[src/design/led_startup_pkg.sv]
package led_startup_pkg;
    // channel count and register geometry
    localparam int unsigned NCH = 12;
    localparam int unsigned STEP_W = 6;
    localparam int unsigned DUTY_W = 12;
    // register byte addresses
    localparam logic [11:0] ADDR_CTRL = 12'h000;
    localparam logic [11:0] ADDR_STATUS = 12'h004;
    localparam logic [11:0] ADDR_CONFIG = 12'h008;
    localparam logic [11:0] ADDR_ENABLE = 12'h00c;
    localparam logic [11:0] ADDR_FAILSAFE = 12'h010;
    localparam logic [11:0] ADDR_STEP_BASE = 12'h040;
    localparam logic [11:0] ADDR_DUTY_BASE = 12'h080;
    // command bits in the control word (write-only, self clearing)
    localparam int unsigned CTRL_RELOAD_BIT = 0;
    localparam int unsigned CTRL_POR_CLR_BIT = 1;
    localparam int unsigned CTRL_FAULT_CLR_BIT = 2;
    // status word fields
    localparam int unsigned STAT_HIST_BIT = 0;
    localparam int unsigned STAT_LOWSUP_BIT = 1;
    localparam int unsigned STAT_MODE_LSB = 2;
    localparam int unsigned STAT_BELOW_BIT = 4;
    localparam int unsigned STAT_ERRPIN_BIT = 5;
    // config word fields
    localparam int unsigned CFG_MULT_LSB = 0;
    localparam int unsigned CFG_THR_LSB = 4;
    // reset values of registers without a stored copy
    localparam logic [11:0] DUTY_RESET = 12'hfff;
    // full-scale multiplier per select code
    localparam logic [9:0] K_SEL_00 = 10'h040;
    localparam logic [9:0] K_SEL_01 = 10'h080;
    localparam logic [9:0] K_SEL_10 = 10'h100;
    localparam logic [9:0] K_SEL_11 = 10'h200;
    // low-supply threshold in supply conversion codes: code n -> base + (n-1)*step
    localparam logic [7:0] LOW_SUP_BASE = 8'h40;
    localparam logic [7:0] LOW_SUP_STEP = 8'h0c;
    // host silence before fail-safe, and clock rate
    localparam int unsigned CLK_MHZ = 40;
    localparam int unsigned WDT_TIME_US = 1000;
    localparam int unsigned WDT_CYCLES_DEF = WDT_TIME_US * CLK_MHZ;
    // device operating modes
    typedef enum logic [1:0] {ST_POR, ST_INIT, ST_NORMAL, ST_FAILSAFE} mode_e;
endpackage : led_startup_pkg

[src/design/led_startup.sv]
// The APB interface to the registers and the address map were chosen for this implementation.
`timescale 1ns/1ps
module led_startup #(
    parameter int unsigned WDT_CYCLES = led_startup_pkg::WDT_CYCLES_DEF
) (
    input wire logic pclk,
    input wire logic presetn,
    input wire logic [11:0] paddr,
    input wire logic psel,
    input wire logic penable,
    input wire logic pwrite,
    input wire logic [31:0] pwdata,
    output logic pready,
    output logic [31:0] prdata,
    output logic pslverr,
    input wire logic supply_ok,
    input wire logic regulator_ok,
    input wire logic [7:0] supply_code,
    input wire logic supply_code_valid,
    input wire logic [15:0] nv_init_wait_length,
    input wire logic [71:0] nv_channel_current_step,
    input wire logic [11:0] nv_failsafe_on,
    input wire logic [1:0] nv_full_scale_multiplier_sel,
    input wire logic [3:0] nv_low_supply_threshold,
    input wire logic err_i,
    output logic err_o,
    output logic err_oe,
    output logic [11:0] ch_out,
    output logic [71:0] channel_current_step,
    output logic [9:0] full_scale_multiplier,
    output logic low_supply_warning,
    output logic open_detect_en,
    output logic short_detect_en,
    output logic poweron_history
);
    localparam int unsigned NCH = led_startup_pkg::NCH;

    // pin synchronisers, first stage read only by second
    logic supply_ok_s1_q, supply_ok_s2_q;
    logic regulator_ok_s1_q, regulator_ok_s2_q;
    logic err_s1_q, err_s2_q;

    led_startup_pkg::mode_e mode_q;
    logic por_now; // either supply under its threshold
    logic [15:0] init_cnt_q; // init wait countdown
    logic [15:0] wdt_q; // host silence counter
    logic [11:0] pwm_cnt_q; // shared pwm time base
    logic [11:0] pwm_on; // per-channel pwm phase
    logic [11:0] channel_output_enable_q;
    logic [11:0] failsafe_on_q;
    logic [1:0] full_scale_multiplier_sel_q;
    logic [3:0] low_supply_threshold_q;
    logic [143:0] duty_q; // twelve-bit duty per channel
    logic below_q; // last conversion was under threshold
    logic [7:0] thr_code; // threshold in conversion units
    logic below_now;

    // apb decode
    logic wr_en, rd_cycle, hit, step_hit, duty_hit;
    logic [3:0] idx;
    logic [31:0] rd_data;
    logic reload_cmd, por_clr_cmd, fault_clr_cmd;
    logic load_nv;

    // bring the analog comparator levels and the fault pin into pclk
    always_ff @(posedge pclk or negedge presetn) begin
        if (!presetn) begin
            supply_ok_s1_q <= 1'b0;
            supply_ok_s2_q <= 1'b0;
            regulator_ok_s1_q <= 1'b0;
            regulator_ok_s2_q <= 1'b0;
            err_s1_q <= 1'b1;
            err_s2_q <= 1'b1;
        end else begin
            supply_ok_s1_q <= supply_ok;
            supply_ok_s2_q <= supply_ok_s1_q;
            regulator_ok_s1_q <= regulator_ok;
            regulator_ok_s2_q <= regulator_ok_s1_q;
            err_s1_q <= err_i;
            err_s2_q <= err_s1_q;
        end
    end

    assign por_now = !(supply_ok_s2_q && regulator_ok_s2_q);

    // bus access: one wait state, write lands on the ready edge
    assign step_hit = (paddr[11:6] == led_startup_pkg::ADDR_STEP_BASE[11:6]) && (idx < 4'hc);
    assign duty_hit = (paddr[11:6] == led_startup_pkg::ADDR_DUTY_BASE[11:6]) && (idx < 4'hc);
    assign idx = paddr[5:2];
    assign hit = step_hit || duty_hit || (paddr == led_startup_pkg::ADDR_CTRL)
        || (paddr == led_startup_pkg::ADDR_STATUS) || (paddr == led_startup_pkg::ADDR_CONFIG)
        || (paddr == led_startup_pkg::ADDR_ENABLE) || (paddr == led_startup_pkg::ADDR_FAILSAFE);
    assign rd_cycle = psel && penable && !pready;
    assign wr_en = psel && penable && pready && pwrite && hit;
    assign reload_cmd = wr_en && (paddr == led_startup_pkg::ADDR_CTRL)
        && pwdata[led_startup_pkg::CTRL_RELOAD_BIT];
    assign por_clr_cmd = wr_en && (paddr == led_startup_pkg::ADDR_CTRL)
        && pwdata[led_startup_pkg::CTRL_POR_CLR_BIT];
    assign fault_clr_cmd = wr_en && (paddr == led_startup_pkg::ADDR_CTRL)
        && pwdata[led_startup_pkg::CTRL_FAULT_CLR_BIT];
    // stored copies are taken while held in reset and on reload
    assign load_nv = (mode_q == led_startup_pkg::ST_POR) || reload_cmd;

    // read mux; command bits always read back zero
    always_comb begin
        rd_data = 32'h0;
        if (step_hit) begin
            rd_data[5:0] = channel_current_step[idx * 6 +: 6];
        end else if (duty_hit) begin
            rd_data[11:0] = duty_q[idx * 12 +: 12];
        end else if (paddr == led_startup_pkg::ADDR_STATUS) begin
            rd_data[led_startup_pkg::STAT_HIST_BIT] = poweron_history;
            rd_data[led_startup_pkg::STAT_LOWSUP_BIT] = low_supply_warning;
            rd_data[led_startup_pkg::STAT_MODE_LSB +: 2] = mode_q;
            rd_data[led_startup_pkg::STAT_BELOW_BIT] = below_q;
            rd_data[led_startup_pkg::STAT_ERRPIN_BIT] = err_s2_q;
        end else if (paddr == led_startup_pkg::ADDR_CONFIG) begin
            rd_data[led_startup_pkg::CFG_MULT_LSB +: 2] = full_scale_multiplier_sel_q;
            rd_data[led_startup_pkg::CFG_THR_LSB +: 4] = low_supply_threshold_q;
        end else if (paddr == led_startup_pkg::ADDR_ENABLE) begin
            rd_data[11:0] = channel_output_enable_q;
        end else if (paddr == led_startup_pkg::ADDR_FAILSAFE) begin
            rd_data[11:0] = failsafe_on_q;
        end
    end

    // bus answer flops
    always_ff @(posedge pclk or negedge presetn) begin
        if (!presetn) begin
            pready <= 1'b0;
            prdata <= 32'h0;
            pslverr <= 1'b0;
        end else begin
            pready <= rd_cycle;
            // unmapped addresses answer with an error and zero data
            if (rd_cycle) begin
                prdata <= pwrite ? 32'h0 : rd_data;
                pslverr <= !hit;
            end else begin
                pslverr <= 1'b0;
            end
        end
    end

    // operating mode sequencing
    always_ff @(posedge pclk or negedge presetn) begin
        if (!presetn) begin
            mode_q <= led_startup_pkg::ST_POR;
        end else if (por_now) begin
            mode_q <= led_startup_pkg::ST_POR;
        end else begin
            unique case (mode_q)
                led_startup_pkg::ST_POR: mode_q <= led_startup_pkg::ST_INIT;
                led_startup_pkg::ST_INIT: begin
                    // early exit on flag clear wins over the running timer
                    if (por_clr_cmd || init_cnt_q == 16'h0) begin
                        mode_q <= led_startup_pkg::ST_NORMAL;
                    end
                end
                led_startup_pkg::ST_NORMAL: begin
                    if (wdt_q == 16'(WDT_CYCLES - 1)) begin
                        mode_q <= led_startup_pkg::ST_FAILSAFE;
                    end
                end
                led_startup_pkg::ST_FAILSAFE: begin
                    // any host write to a mapped register shows the link is back
                    if (wr_en) begin
                        mode_q <= led_startup_pkg::ST_NORMAL;
                    end
                end
            endcase
        end
    end

    // init wait countdown, loaded while still in reset
    always_ff @(posedge pclk or negedge presetn) begin
        if (!presetn) begin
            init_cnt_q <= 16'h0;
        end else if (mode_q == led_startup_pkg::ST_POR) begin
            init_cnt_q <= nv_init_wait_length;
        end else if (mode_q == led_startup_pkg::ST_INIT && init_cnt_q != 16'h0) begin
            init_cnt_q <= init_cnt_q - 16'h1;
        end
    end

    // host silence watchdog, restarted by every write to a mapped register
    always_ff @(posedge pclk or negedge presetn) begin
        if (!presetn) begin
            wdt_q <= 16'h0;
        end else if (mode_q != led_startup_pkg::ST_NORMAL || wr_en) begin
            wdt_q <= 16'h0;
        end else begin
            wdt_q <= wdt_q + 16'h1;
        end
    end

    // history flag: a setting event beats a simultaneous clear
    always_ff @(posedge pclk or negedge presetn) begin
        if (!presetn) begin
            poweron_history <= 1'b1;
        end else if (load_nv) begin
            poweron_history <= 1'b1;
        end else if (por_clr_cmd) begin
            poweron_history <= 1'b0;
        end
    end

    // global configuration registers
    always_ff @(posedge pclk or negedge presetn) begin
        if (!presetn) begin
            full_scale_multiplier_sel_q <= 2'h3;
            low_supply_threshold_q <= 4'h0;
            failsafe_on_q <= 12'h000;
            channel_output_enable_q <= 12'h000;
        end else if (load_nv) begin
            full_scale_multiplier_sel_q <= nv_full_scale_multiplier_sel;
            low_supply_threshold_q <= nv_low_supply_threshold;
            failsafe_on_q <= nv_failsafe_on;
            channel_output_enable_q <= 12'h000;
        end else if (wr_en) begin
            if (paddr == led_startup_pkg::ADDR_CONFIG) begin
                full_scale_multiplier_sel_q <= pwdata[led_startup_pkg::CFG_MULT_LSB +: 2];
                low_supply_threshold_q <= pwdata[led_startup_pkg::CFG_THR_LSB +: 4];
            end
            if (paddr == led_startup_pkg::ADDR_ENABLE) begin
                channel_output_enable_q <= pwdata[11:0];
            end
            if (paddr == led_startup_pkg::ADDR_FAILSAFE) begin
                failsafe_on_q <= pwdata[11:0];
            end
        end
    end

    // multiplier decode kept registered so the output is glitch free
    always_ff @(posedge pclk or negedge presetn) begin
        if (!presetn) begin
            full_scale_multiplier <= led_startup_pkg::K_SEL_11;
        end else begin
            unique case (full_scale_multiplier_sel_q)
                2'h0: full_scale_multiplier <= led_startup_pkg::K_SEL_00;
                2'h1: full_scale_multiplier <= led_startup_pkg::K_SEL_01;
                2'h2: full_scale_multiplier <= led_startup_pkg::K_SEL_10;
                2'h3: full_scale_multiplier <= led_startup_pkg::K_SEL_11;
            endcase
        end
    end

    // low-supply compare; code zero leaves the check off (sixteen codes, fifteen levels)
    assign thr_code = led_startup_pkg::LOW_SUP_BASE
        + 8'(({4'h0, low_supply_threshold_q} - 8'h1) * led_startup_pkg::LOW_SUP_STEP);
    assign below_now = supply_code_valid && (low_supply_threshold_q != 4'h0)
        && (supply_code < thr_code);

    // warning flag: a fresh under-threshold conversion beats a fault clear in the same cycle
    always_ff @(posedge pclk or negedge presetn) begin
        if (!presetn) begin
            below_q <= 1'b0;
            low_supply_warning <= 1'b0;
        end else if (mode_q == led_startup_pkg::ST_POR) begin
            below_q <= 1'b0;
            low_supply_warning <= 1'b0;
        end else begin
            if (supply_code_valid) begin
                below_q <= below_now;
            end
            if (below_now) begin
                low_supply_warning <= 1'b1;
            end else if (fault_clr_cmd) begin
                low_supply_warning <= 1'b0;
            end
        end
    end

    // detection gating follows the latest comparison
    always_ff @(posedge pclk or negedge presetn) begin
        if (!presetn) begin
            open_detect_en <= 1'b0;
            short_detect_en <= 1'b0;
        end else begin
            open_detect_en <= !below_q && mode_q != led_startup_pkg::ST_POR;
            short_detect_en <= !below_q && mode_q != led_startup_pkg::ST_POR;
        end
    end

    // fault pin: pulled low only while held in reset
    always_ff @(posedge pclk or negedge presetn) begin
        if (!presetn) begin
            err_oe <= 1'b1;
            err_o <= 1'b0;
        end else begin
            err_oe <= (mode_q == led_startup_pkg::ST_POR);
            err_o <= 1'b0;
        end
    end

    // shared pwm time base; 4096 steps per period
    always_ff @(posedge pclk or negedge presetn) begin
        if (!presetn) begin
            pwm_cnt_q <= 12'h000;
        end else begin
            pwm_cnt_q <= pwm_cnt_q + 12'h001;
        end
    end

    // per-channel current code, duty and output drive
    for (genvar c = 0; c < NCH; c++) begin : g_ch
        always_ff @(posedge pclk or negedge presetn) begin
            if (!presetn) begin
                channel_current_step[c * 6 +: 6] <= 6'h00;
                duty_q[c * 12 +: 12] <= led_startup_pkg::DUTY_RESET;
            end else if (load_nv) begin
                channel_current_step[c * 6 +: 6] <= nv_channel_current_step[c * 6 +: 6];
                duty_q[c * 12 +: 12] <= led_startup_pkg::DUTY_RESET;
            end else if (wr_en && idx == 4'(c)) begin
                if (step_hit) begin
                    channel_current_step[c * 6 +: 6] <= pwdata[5:0];
                end
                if (duty_hit) begin
                    duty_q[c * 12 +: 12] <= pwdata[11:0];
                end
            end
        end

        // on for duty+1 of every 4096 steps
        assign pwm_on[c] = (pwm_cnt_q <= duty_q[c * 12 +: 12]);

        always_ff @(posedge pclk or negedge presetn) begin
            if (!presetn) begin
                ch_out[c] <= 1'b0;
            end else begin
                unique case (mode_q)
                    led_startup_pkg::ST_NORMAL:
                        ch_out[c] <= channel_output_enable_q[c] && pwm_on[c];
                    led_startup_pkg::ST_FAILSAFE:
                        ch_out[c] <= failsafe_on_q[c];
                    default: ch_out[c] <= 1'b0;
                endcase
            end
        end
    end
endmodule : led_startup

[config.mk]
export PLATFORM = sky130hd
export DESIGN_NAME = led_startup
export DESIGN_NICKNAME = d
export VERILOG_FILES = /design/src/design/led_startup_pkg.sv /design/src/design/led_startup.sv
export SDC_FILE = /design/constraint.sdc
export NUM_CORES = 1
export LEC_CHECK = 0
export ABC_AREA = 1
export ABC_CLOCK_PERIOD_IN_PS = 2300
export BUFFER_PORTS_ARGS = -buffer_cell sky130_fd_sc_hd__buf_2
export CELL_PAD_IN_SITES_DETAIL_PLACEMENT = 1
export CELL_PAD_IN_SITES_GLOBAL_PLACEMENT = 2
export CORE_ASPECT_RATIO = 1.4
export CORE_MARGIN = 4
export CORE_UTILIZATION = 31
export CTS_CLUSTER_SIZE = 16
export DETAILED_ROUTE_END_ITERATION = 6
export GPL_TIMING_DRIVEN = 0
export PLACE_DENSITY_LB_ADDON = 0.1
export SLEW_MARGIN = 20
export SYNTH_ARGS = -nofsm -noshare
export SYNTH_HDL_FRONTEND = slang
export SYNTH_SLANG_ARGS = --single-unit
[constraint.sdc]
create_clock -name pclk -period 2.3 [get_ports pclk]
set_input_delay 0.115 -clock pclk [delete_from_list [all_inputs] [get_ports pclk]]
set_output_delay 0.115 -clock pclk [all_outputs]
set_load 0.005 [all_outputs]
# Word level (Yosys, flattened, before mapping)
# Index checks and enable logic that the tools add are counted.
# W data, S select, Z words.
dict set report totals {
  reg_bits 359
  out_inout_bits 134
  wordCells 324
}
dict set report classes {
  n_eq_ne 28
  order_cmp 14
  multipliers 3
  n_mux 103
  reduce_logical 110
  n_addsub 5
  n_shift 2
}
# op count
set ops {}
lappend ops {{$mux W12} 35}
lappend ops {{$mux W6} 29}
lappend ops {{$le A12 B12 Y1} 12}
lappend ops {{$shiftx A144 B9 Y12} 1}
lappend ops {{$shiftx A72 B8 Y6} 1}
lappend ops {{$reduce_and A2 Y1} 27}
lappend ops {{$mux W16} 3}
lappend ops {{$reduce_bool A2 Y1} 22}
lappend ops {{$logic_and A1 B1 Y1} 40}
lappend ops {{$pmux W10 S4} 1}
lappend ops {{$eq A12 B4 Y1 const B} 2}
lappend ops {{$pmux W1 S2} 12}
lappend ops {{$mux W4} 5}
lappend ops {{$mux W2} 9}
lappend ops {{$add A16 B1 Y16 const B} 1}
lappend ops {{$eq A16 B16 Y1 const B} 1}
lappend ops {{$eq A4 B3 Y1 const B} 4}
lappend ops {{$eq A4 B4 Y1 const B} 4}
lappend ops {{$logic_not A16 Y1} 1}
lappend ops {{$reduce_bool A16 Y1} 1}
lappend ops {{$sub A16 B1 Y16 const B} 1}
lappend ops {{$add A12 B1 Y12 const B} 1}
lappend ops {{$eq A12 B3 Y1 const B} 1}
lappend ops {{$eq A12 B5 Y1 const B} 1}
lappend ops {{other kinds (24)} 50}

# Logic depth before layout (Yosys ltp)
# Gate-level depths: netlist of run 1.
dict set report logic_depth {
  depth_word 15
  depth_mapped 17
  ltp_nobuf 14
}

# Worst setup path before layout of run 1
# Ideal clock, no wire load.
dict set report synth_path {
  path_kind {reg-to-reg}
  start {reg low_supply_threshold_q[0]}
  end {reg below_q}
  setup_slack_ps -156
  period_less_slack_ps 2456
  t_arrival_ps 2328
  t_required_ps 2172
  path_stages_with_launch 14
  cell_sequence {dfrtp_1 -> inv_1 -> ha_1 -> xnor2_1 -> inv_1 -> ha_1 -> a21oi_1 -> nand2_1 -> xor2_1 -> xnor2_1 -> ha_1 -> inv_1 -> o21ai_0 -> nand2_1}
}
dict set report synth_via {
  elab_chain_len 7
}
# element line_no
set synth_rtl {}
lappend synth_rtl {{start: declaration} led_startup.sv:52} ;# logic [3:0] low_supply_threshold_q;
lappend synth_rtl {{start signal: assignment} led_startup.sv:217} ;# low_supply_threshold_q <= nv_low_supply_threshold;
lappend synth_rtl {{start signal: assignment} led_startup.sv:223} ;# low_supply_threshold_q <= pwdata[led_startup_pkg::CFG_THR_LSB +: 4];
lappend synth_rtl {{$sub A4 B1 Y5} led_startup.sv:250} ;# + 8'(({4'h0, low_supply_threshold_q} - 8'h1) * led_startup_pkg::LOW_SUP_STEP);
lappend synth_rtl {{$mul A8 B2 Y6} led_startup.sv:250}
lappend synth_rtl {{$add A7 B8 Y8} led_startup.sv:250}
lappend synth_rtl {{$lt A8 B8 Y1} led_startup.sv:252} ;# && (supply_code < thr_code);
lappend synth_rtl {{$logic_and A1 B1 Y1 *} led_startup.sv:252}
lappend synth_rtl {{$mux W1 *} led_startup.sv:263} ;# if (supply_code_valid) begin
lappend synth_rtl {{$mux W1 *} led_startup.sv:259} ;# end else if (mode_q == led_startup_pkg::ST_POR) begin
lappend synth_rtl {{end signal: assignment} led_startup.sv:264} ;# below_q <= below_now;
lappend synth_rtl {{end: declaration} led_startup.sv:54} ;# logic below_q;
# Every way passes the cells marked *; elsewhere a longest branch is shown, timed or not. The select of a mux whose other input is x is not followed.
# A chain may end at the register's enable or synchronous reset.

# Final worst setup path of run 1
dict set report layout_path {
  start {in paddr[2]}
  end {reg prdata[7]}
}
dict set report layout_via {
  elab_chain_len 8
}
# element line_no
set layout_rtl {}
lappend layout_rtl {{start: declaration} led_startup.sv:8} ;# input wire logic [11:0] paddr,
lappend layout_rtl {{parallel branches: the longest is 6 deep, another holds $mul A4 B2 Y6} n/a}
lappend layout_rtl {{$mux W6 *} led_startup.sv:107} ;# if (step_hit) begin
lappend layout_rtl {{$mux W12 *} led_startup.sv:137} ;# prdata <= pwrite ? 32'h0 : rd_data;
lappend layout_rtl {{end signal: assignment} led_startup.sv:137}
lappend layout_rtl {{end: declaration} led_startup.sv:14} ;# output logic [31:0] prdata,
# Every way passes the cells marked *.

==> results of run 1 <==
## metrics by stage
| step | TNS, ps | total power, mW | hold slack, ps | cells |
|---|---|---|---|---|
| CTS | -146.4 | 20.37 | -28.89 | 4110 |
| floorplan | 0 | 10.86 | -180.6 | 2790 |
| global placement | -1764620 | 12.96 | 225.3 | 3901 |
| detailed placement | -191270 | 13.20 | 27.05 | 3905 |
| global route | -384.8 | 21.38 | 4.132 | 4136 |
| finish | -74.74 | 20.24 | -13.31 | 4136 |
## worst min-delay path by stage
stage	to	slack [ps]	cells after the start
4_1_cts	low_supply_warning	-30	5
3_5_place_dp	init_cnt_q[9]	30	1
3_3_place_gp	regulator_ok_s1_q	230	1
2_1_floorplan	below_q	-180	0
6_report	low_supply_warning	-10	5
5_1_grt	below_q	4	5
## flip-flops by register name, summed over array words and instances, names as in the netlist, 2 cells and up
name / count
mode_q: 2
init_cnt_q: 16
low_supply_threshold_q: 4
prdata: 12
ch_out: 12
failsafe_on_q: 12
channel_current_step: 72
wdt_q: 16
duty_q: 144
pwm_cnt_q: 12
channel_output_enable_q: 12
full_scale_multiplier_sel_q: 2
full_scale_multiplier: 4
## final cells by class
type                            count  area, µm²  share of cell area (%)
Antenna cell                        1      2.502                0.009188
Buffer                            157      991.0                   3.639
Clock buffer                       66       1282                   4.709
Clock inverter                      7      50.05                  0.1838
Inverter                          274       1044                   3.831
Multi-Input combinational cell   2025      11310                   41.53
Sequential cell                   333       8563                   31.44
Tap cell                          862       1079                   3.960
Timing Repair Buffer              411       2913                   10.70
## power groups by stage
stage | clock [mW] | combinational [mW] | sequential, mW
2_1_floorplan | 0 | 3.14 | 7.72
3_3_place_gp | 0 | 4.96 | 8.00
3_5_place_dp | 0 | 5.17 | 8.03
4_1_cts | 6.82 | 5.62 | 7.94
5_1_grt | 7.01 | 6.32 | 8.05
6_report | 6.64 | 5.65 | 7.95
## worst max-delay path: cells and delay by family
family                 cells  cell delay [ps]
AND/OR/NAND/NOR            4              580
buffers and inverters      2              910
AO/OA/AOI/OAI              3             1250
## layout by cell type (no fill, tap or decap), types with 6 or more instances in the layout
| cell | netlist | final |
|---|---|---|
| a21oi_1 | 106 | 105 |
| a31oi_1 | 8 | 8 |
| buf_1 | 17 | 8 |
| buf_2 | 35 | 277 |
| buf_4 | 52 | 85 |
| buf_6 | 9 | 16 |
| clkbuf_1 | 44 | 44 |
| clkbuf_16 | 0 | 43 |
| clkbuf_2 | 0 | 9 |
| clkbuf_8 | 0 | 12 |
| conb_1 | 1 | 27 |
| dfrtp_1 | 182 | 167 |
| dfrtp_2 | 0 | 6 |
| dfrtp_4 | 0 | 9 |
| dfstp_2 | 151 | 151 |
| dlygate4sd3_1 | 0 | 126 |
| ha_1 | 157 | 150 |
| inv_1 | 264 | 259 |
| inv_2 | 7 | 9 |
| nand2_1 | 960 | 941 |
| nand2_2 | 11 | 30 |
| nand3_1 | 189 | 187 |
| nand3b_1 | 20 | 20 |
| nand4_1 | 47 | 47 |
| nand4_4 | 1 | 7 |
| nor2_1 | 92 | 79 |
| nor2_2 | 2 | 12 |
| nor2_4 | 4 | 7 |
| nor3_1 | 11 | 9 |
| o2111ai_1 | 12 | 11 |
| o211ai_1 | 90 | 90 |
| o21a_1 | 11 | 11 |
| o21ai_0 | 117 | 109 |
| o21ai_1 | 11 | 10 |
| o21ai_2 | 17 | 24 |
| o22ai_1 | 67 | 67 |
| xnor2_1 | 7 | 6 |
| xor2_1 | 14 | 12 |
## kinds of logic after synthesis
family,count (synthesis)
adders and majority gates,158
and+or+nand+nor,1355
xor gates and xnor gates,21
AOI/OAI and AO/OA,462
DFF,333
muxes,2
buffers and inverters,432
other,1
## metal layers
metal	wire length (µm)	vias to the layer above	part of all wire, %	GRT usage (%)
met4	5093	2	5.0	12.26
met1	40030	10650	39	31.64
met3	4066	186	4.0	3.582
met2	52890	562	52	50.16
li1	-	10090	-	-
met5	20	-	0.020	0
## repair_timing
action / in CTS / in global routing
setup buffers: 6 / 26
setup endpoints to repair: 290 / 235
hold buffers: 126 / 0
resized for setup: 114 / 49
hold endpoints to repair: 312 / 0
pin swaps: 8 / 10
==> results_dict.tcl, run 1 <==
set metrics [dict create \
    outcome "finished, violations left" \
    violations "hold timing, setup timing" \
    yosysWarnings 0 \
    synth-simple-area-share_pct 26.99 \
    grt_pass1_wl_mm 150.5 \
    yosys-top-cells-area "dfrtp_1, dfstp_2, nand2_1" \
    swShare_pct 35.45 \
    rr_worst_depth 13 \
    drt_iter0_markers 1261 \
    peakVddDrop_uv 442.8 \
    setup_viol 3 \
    rr_endpoint "below_q" \
    p_int_mw 13.07 \
    timing.rr.start "low_supply_threshold_q[1]" \
    avgSynthCellArea_um2 7.677 \
    synth_edf_count 0 \
    finish.utilization_pct 40.13 \
    dr.pass1.iters 5 \
    maxSlewHeadroom_pct 33.60 \
    port_buffers 249 \
    stdcell_area_um2 27230 \
    yosysMostFrequentCell "nand2_1" \
    rows 113 \
    ys_async_sr_fraction_pct 100.0 \
    comb_power_share_pct 27.9 \
    post_dp_cell_area_um2 23790 \
    slowest_stage "buf_1" \
    core_um2 67870 \
    maxCapViolations 0 \
    critPathMaxStageDelay_ps 750 \
    grt_max_degree 95 \
    cts_tree "yes" \
    grt_usage_pct 27.38 \
    crit_end "prdata[7]" \
    clock.fmax_mhz 428.9 \
    die_area_um2 72760 \
    gp_congestion 0.8810 \
    synth_top_family_by_area "simple AND/OR/NAND/NOR gates" \
    cts-buffers-inserted 41 \
    crit_path_max_fanout 10 \
    synth_top_area_share_pct 21.46 \
    synth_commonest_cells "nand2_1, inv_1, nand3_1" \
    avgRoutedWirePerCell_um 24.69 \
    ys.flop_type "dfrtp_1" \
    critPathLaunch "paddr[2]" \
    power.switching_mw 7.175 \
    fin_crit_sh_pct 101.4 \
    required_ps 2840 \
    syn_inst 2764 \
    min_period_ps 2332 \
    fin_nets 3568 \
    worst_slack_ps -31.60 \
    synth_seq_cells 333 \
    vias 21500 \
    p_clk_share_pct 32.8 \
    syn_area_um2 21220 \
    fp.dieW_um 229.1 \
    hp-class "in2reg" \
    ant_nets 0 \
    area_delta_synth_final_pct 28.34 \
    drive_above_1_share_pct 22.98 \
    dpl_worst_slack_ps -1431 \
    yosys.area_share.xor_xnor_pct 0.8667 \
    rrSetupSlack_ps -30 \
    slew_viol_final 0 \
    drt-total-wl_mm 102.1 \
    crit_top_cell "nand2_1" \
    ys_types 52 \
    route.detailed.drc 0 \
    clockRootBuffer "clkbuf_16" \
    antenna_found_initial 3 \
    place.detailed.hpwl_mm 78.49 \
    clkSlewWorstSetupHoldPaths_ps 60 \
    viasPerCell 5.197 \
    start_kind "input pin" \
    critical_path.cell_chain "buf_4 > nand2_1 > buf_1 > o22ai_1 > o21ai_0 > nand2_1 > o21ai_0 > nand3_1 > nand2_1" \
    endpoint_kind "register" \
    powerDensity_nw_per_um2 743.2 \
    cts_buffer_depth 3 \
    power_frac_seq_pct 39.3 \
    cts.sinks 333 \
    clock_latency_ps 600 \
    power_leakage_nw 14.57 \
    initial_core_util_pct 31.27 \
    synth_compound_area_share_pct 13.42 \
    io_pins 301 \
    min_from "supply_code[7]" \
    yosysSeqAreaShare_pct 40.16 \
    fillers 8371 \
    muxShareOfSynthArea_pct 0.09434 \
    fin_skew_ps 30.16 \
    finalHoldViolCount 2 \
    fin_hold_ws_ps -13.31 \
    arrival_ps 2870 \
    worst_slew_pin_slew_ps 996.0 \
    overflow 0 \
    htree_levels 2 \
    synth_fa_ha_area_share_pct 9.351 \
    yosysTopAreaCell "dfrtp_1" \
    grt_pass1_vias 23390 \
    die_h_um 317.6 \
    rsz0062_at_grt "true" \
    worstSetupPathType "in2reg" \
]
Power figures use the tool's default switching activity.
==> run 2: changes to the inputs <==
--- a/config.mk
+++ b/config.mk
@@ -16,7 +16,7 @@
 export CTS_CLUSTER_SIZE = 16
 export DETAILED_ROUTE_END_ITERATION = 6
 export GPL_TIMING_DRIVEN = 0
-export PLACE_DENSITY_LB_ADDON = 0.1
+export PLACE_DENSITY = 0.86
 export SLEW_MARGIN = 20
 export SYNTH_ARGS = -nofsm -noshare
 export SYNTH_HDL_FRONTEND = slang
==> run 2 against run 1 <==
Net effect: the run still ends with hold timing, setup timing left; clock skew is essentially flat; worst setup slack worse by 22 ps; sequential power is essentially flat; clock-buffer cell count decreased by 7; power up 0.49%; final area shrank 0.13%; via count is 2.6% higher; global-route usage is 0.75 points lower; die area unchanged; critical path depth rose by 4; final cell count grew 0.17%.
==> results_dict.tcl, run 2 (same netlist as run 1, synthesis figures left out) <==
set metrics [dict create \
    outcome "finished, violations left" \
    violations "hold timing, setup timing" \
    reg.largest.list "duty_q (144), channel_current_step (72)" \
    clock.fmax_mhz 424.8 \
    drive_above_1_share_pct 23.00 \
    cts-buffers-inserted 39 \
    io_pins 301 \
    largest_reg_flops 144 \
    stdcell_area_um2 27200 \
    setup_viol 2 \
    initial_core_util_pct 31.27 \
    maxCapViolations 0 \
    rrSetupSlack_ps -50 \
    layout_common_cells "nand2_1, buf_2, inv_1" \
    fin_crit_sh_pct 102.3 \
    arrival_ps 2860 \
    cts.sinks 333 \
    worstSetupPathType "reg2reg" \
    grt_max_degree 90 \
    crit_path_max_fanout 4 \
    htree_levels 2 \
    avgRoutedWirePerCell_um 24.11 \
    maxSlewHeadroom_pct 34.63 \
    fp.dieW_um 229.1 \
    fin_nets 3572 \
    gp_congestion 0.9620 \
    hp-class "in2reg" \
    cts_tree "yes" \
    core_um2 67870 \
    min_period_ps 2354 \
    required_ps 2800 \
    min_to "below_q" \
    overflow 0 \
    place.detailed.hpwl_mm 74.58 \
    min_from "supply_code[7]" \
    grt_usage_pct 26.63 \
    endpoint_kind "register" \
    clockRootBuffer "clkbuf_16" \
    port_buffers 249 \
    top_register "duty_q" \
    grt_pass1_wl_mm 148.4 \
    peakVddDrop_uv 574.1 \
    viasPerCell 5.326 \
    powerDensity_nw_per_um2 747.8 \
    dr.pass1.iters 5 \
    drt-total-wl_mm 99.89 \
    fin_skew_ps 30.21 \
    drt_iter0_markers 1327 \
    antenna_found_initial 4 \
    hold_depth 5 \
    power_mw 20.34 \
    cts_buffer_depth 3 \
    post_dp_cell_area_um2 23760 \
    die_h_um 317.6 \
    rr_endpoint "low_supply_warning" \
    slew_viol_final 0 \
    worst_slack_ps -54.00 \
    route.detailed.drc 0 \
    clkSlewWorstSetupHoldPaths_ps 60 \
    fillers 8390 \
    rows 113 \
    rsz0062_at_grt "true" \
    tns_ps -92.91 \
    layout_commonest_cell "nand2_1" \
    area_delta_synth_final_pct 28.18 \
    clock_latency_ps 560 \
    ant_nets 0 \
    timing.rr.start "low_supply_threshold_q[0]" \
    finalHoldViolCount 2 \
    start_kind "register" \
    rr_worst_depth 13 \
    vias 22060 \
    worst_slew_pin_slew_ps 980.6 \
    fin_hold_ws_ps -12.54 \
    grt_pass1_vias 23570 \
    die_area_um2 72760 \
    power_leakage_nw 14.58 \
]
## run 2: cell count changes in the layout (fill, tap and decap cells not counted), sizes merged, moves of 3 or more
cell	previous run	this run
buf	394	403
bufinv	0	5
clkbuf	111	108
dlygate4sd3	126	120
clkinv	6	10
## run 2: worst max-delay path by stage
stage	from	to	slack, ps
after floorplan	low_supply_threshold_q[0]	low_supply_warning	30
after global placement	presetn	ch_out[7]	-5880
after detailed placement	paddr[2]	prdata[3]	-1010
after CTS	low_supply_threshold_q[0]	low_supply_warning	-40
after global routing	low_supply_threshold_q[0]	below_q	-160
final	low_supply_threshold_q[0]	low_supply_warning	-50
## run 2: per-layer routing
layer,global-route usage (%),part of all wire [%],vias to the layer above
met5,0,0.0070,-
met4,16.43,7.6,2
met1,29.53,37,10890
met2,47.71,50,756
met3,3.940,5.5,306
li1,-,-,10110
## run 2: worst max-delay path, cell delays in order, from the launching register on
cell and delay (ps):
dfrtp_2 430, inv_4 80, ha_4 160, xnor2_4 130
inv_2 80, ha_4 260, a21oi_2 140, nand2_2 80
xor2_2 160, xnor2_1 130, ha_2 170, nor4_2 280
o21ai_2 90, nand2_1 80
## run 2: layout make-up
class | count | area [µm²] | share of cell area, %
Multi-Input combinational cell | 2025 | 11230 | 41.27
Sequential cell | 333 | 8564 | 31.49
Timing Repair Buffer | 417 | 2915 | 10.72
Clock buffer | 59 | 1152 | 4.237
Tap cell | 862 | 1079 | 3.965
Inverter | 274 | 1050 | 3.859
Buffer | 157 | 997.2 | 3.666
Clock inverter | 13 | 209.0 | 0.7682
Antenna cell | 3 | 7.507 | 0.02760
## run 2: report_power, final
| group | internal, mW | switching [mW] |
|---|---|---|
| Sequential | 7.10 | 0.867 |
| Clock | 4.04 | 2.74 |
| Combinational | 2.12 | 3.47 |
| Total | 13.3 | 7.08 |
## run 2: repair_timing
action	in CTS	in global routing
pin swaps	8	18
hold buffers	120	0
buffers inserted	20	25
hold endpoints to repair	161	0
endpoints found under the setup margin	288	247
resized for setup	92	69
## run 2: through the flow
stage               util [%]  std cells  hold WS, ps  setup WS [ps]
CTS                    39.44       4116       0.5347         -39.69
detailed placement     35.01       3904        181.2          -1009
floorplan                  -       2790       -180.6          25.86
global placement       34.87       3901        224.4          -5882
finish                 40.08       4143       -12.54         -54.00
global route           40.07       4140        15.09         -165.0
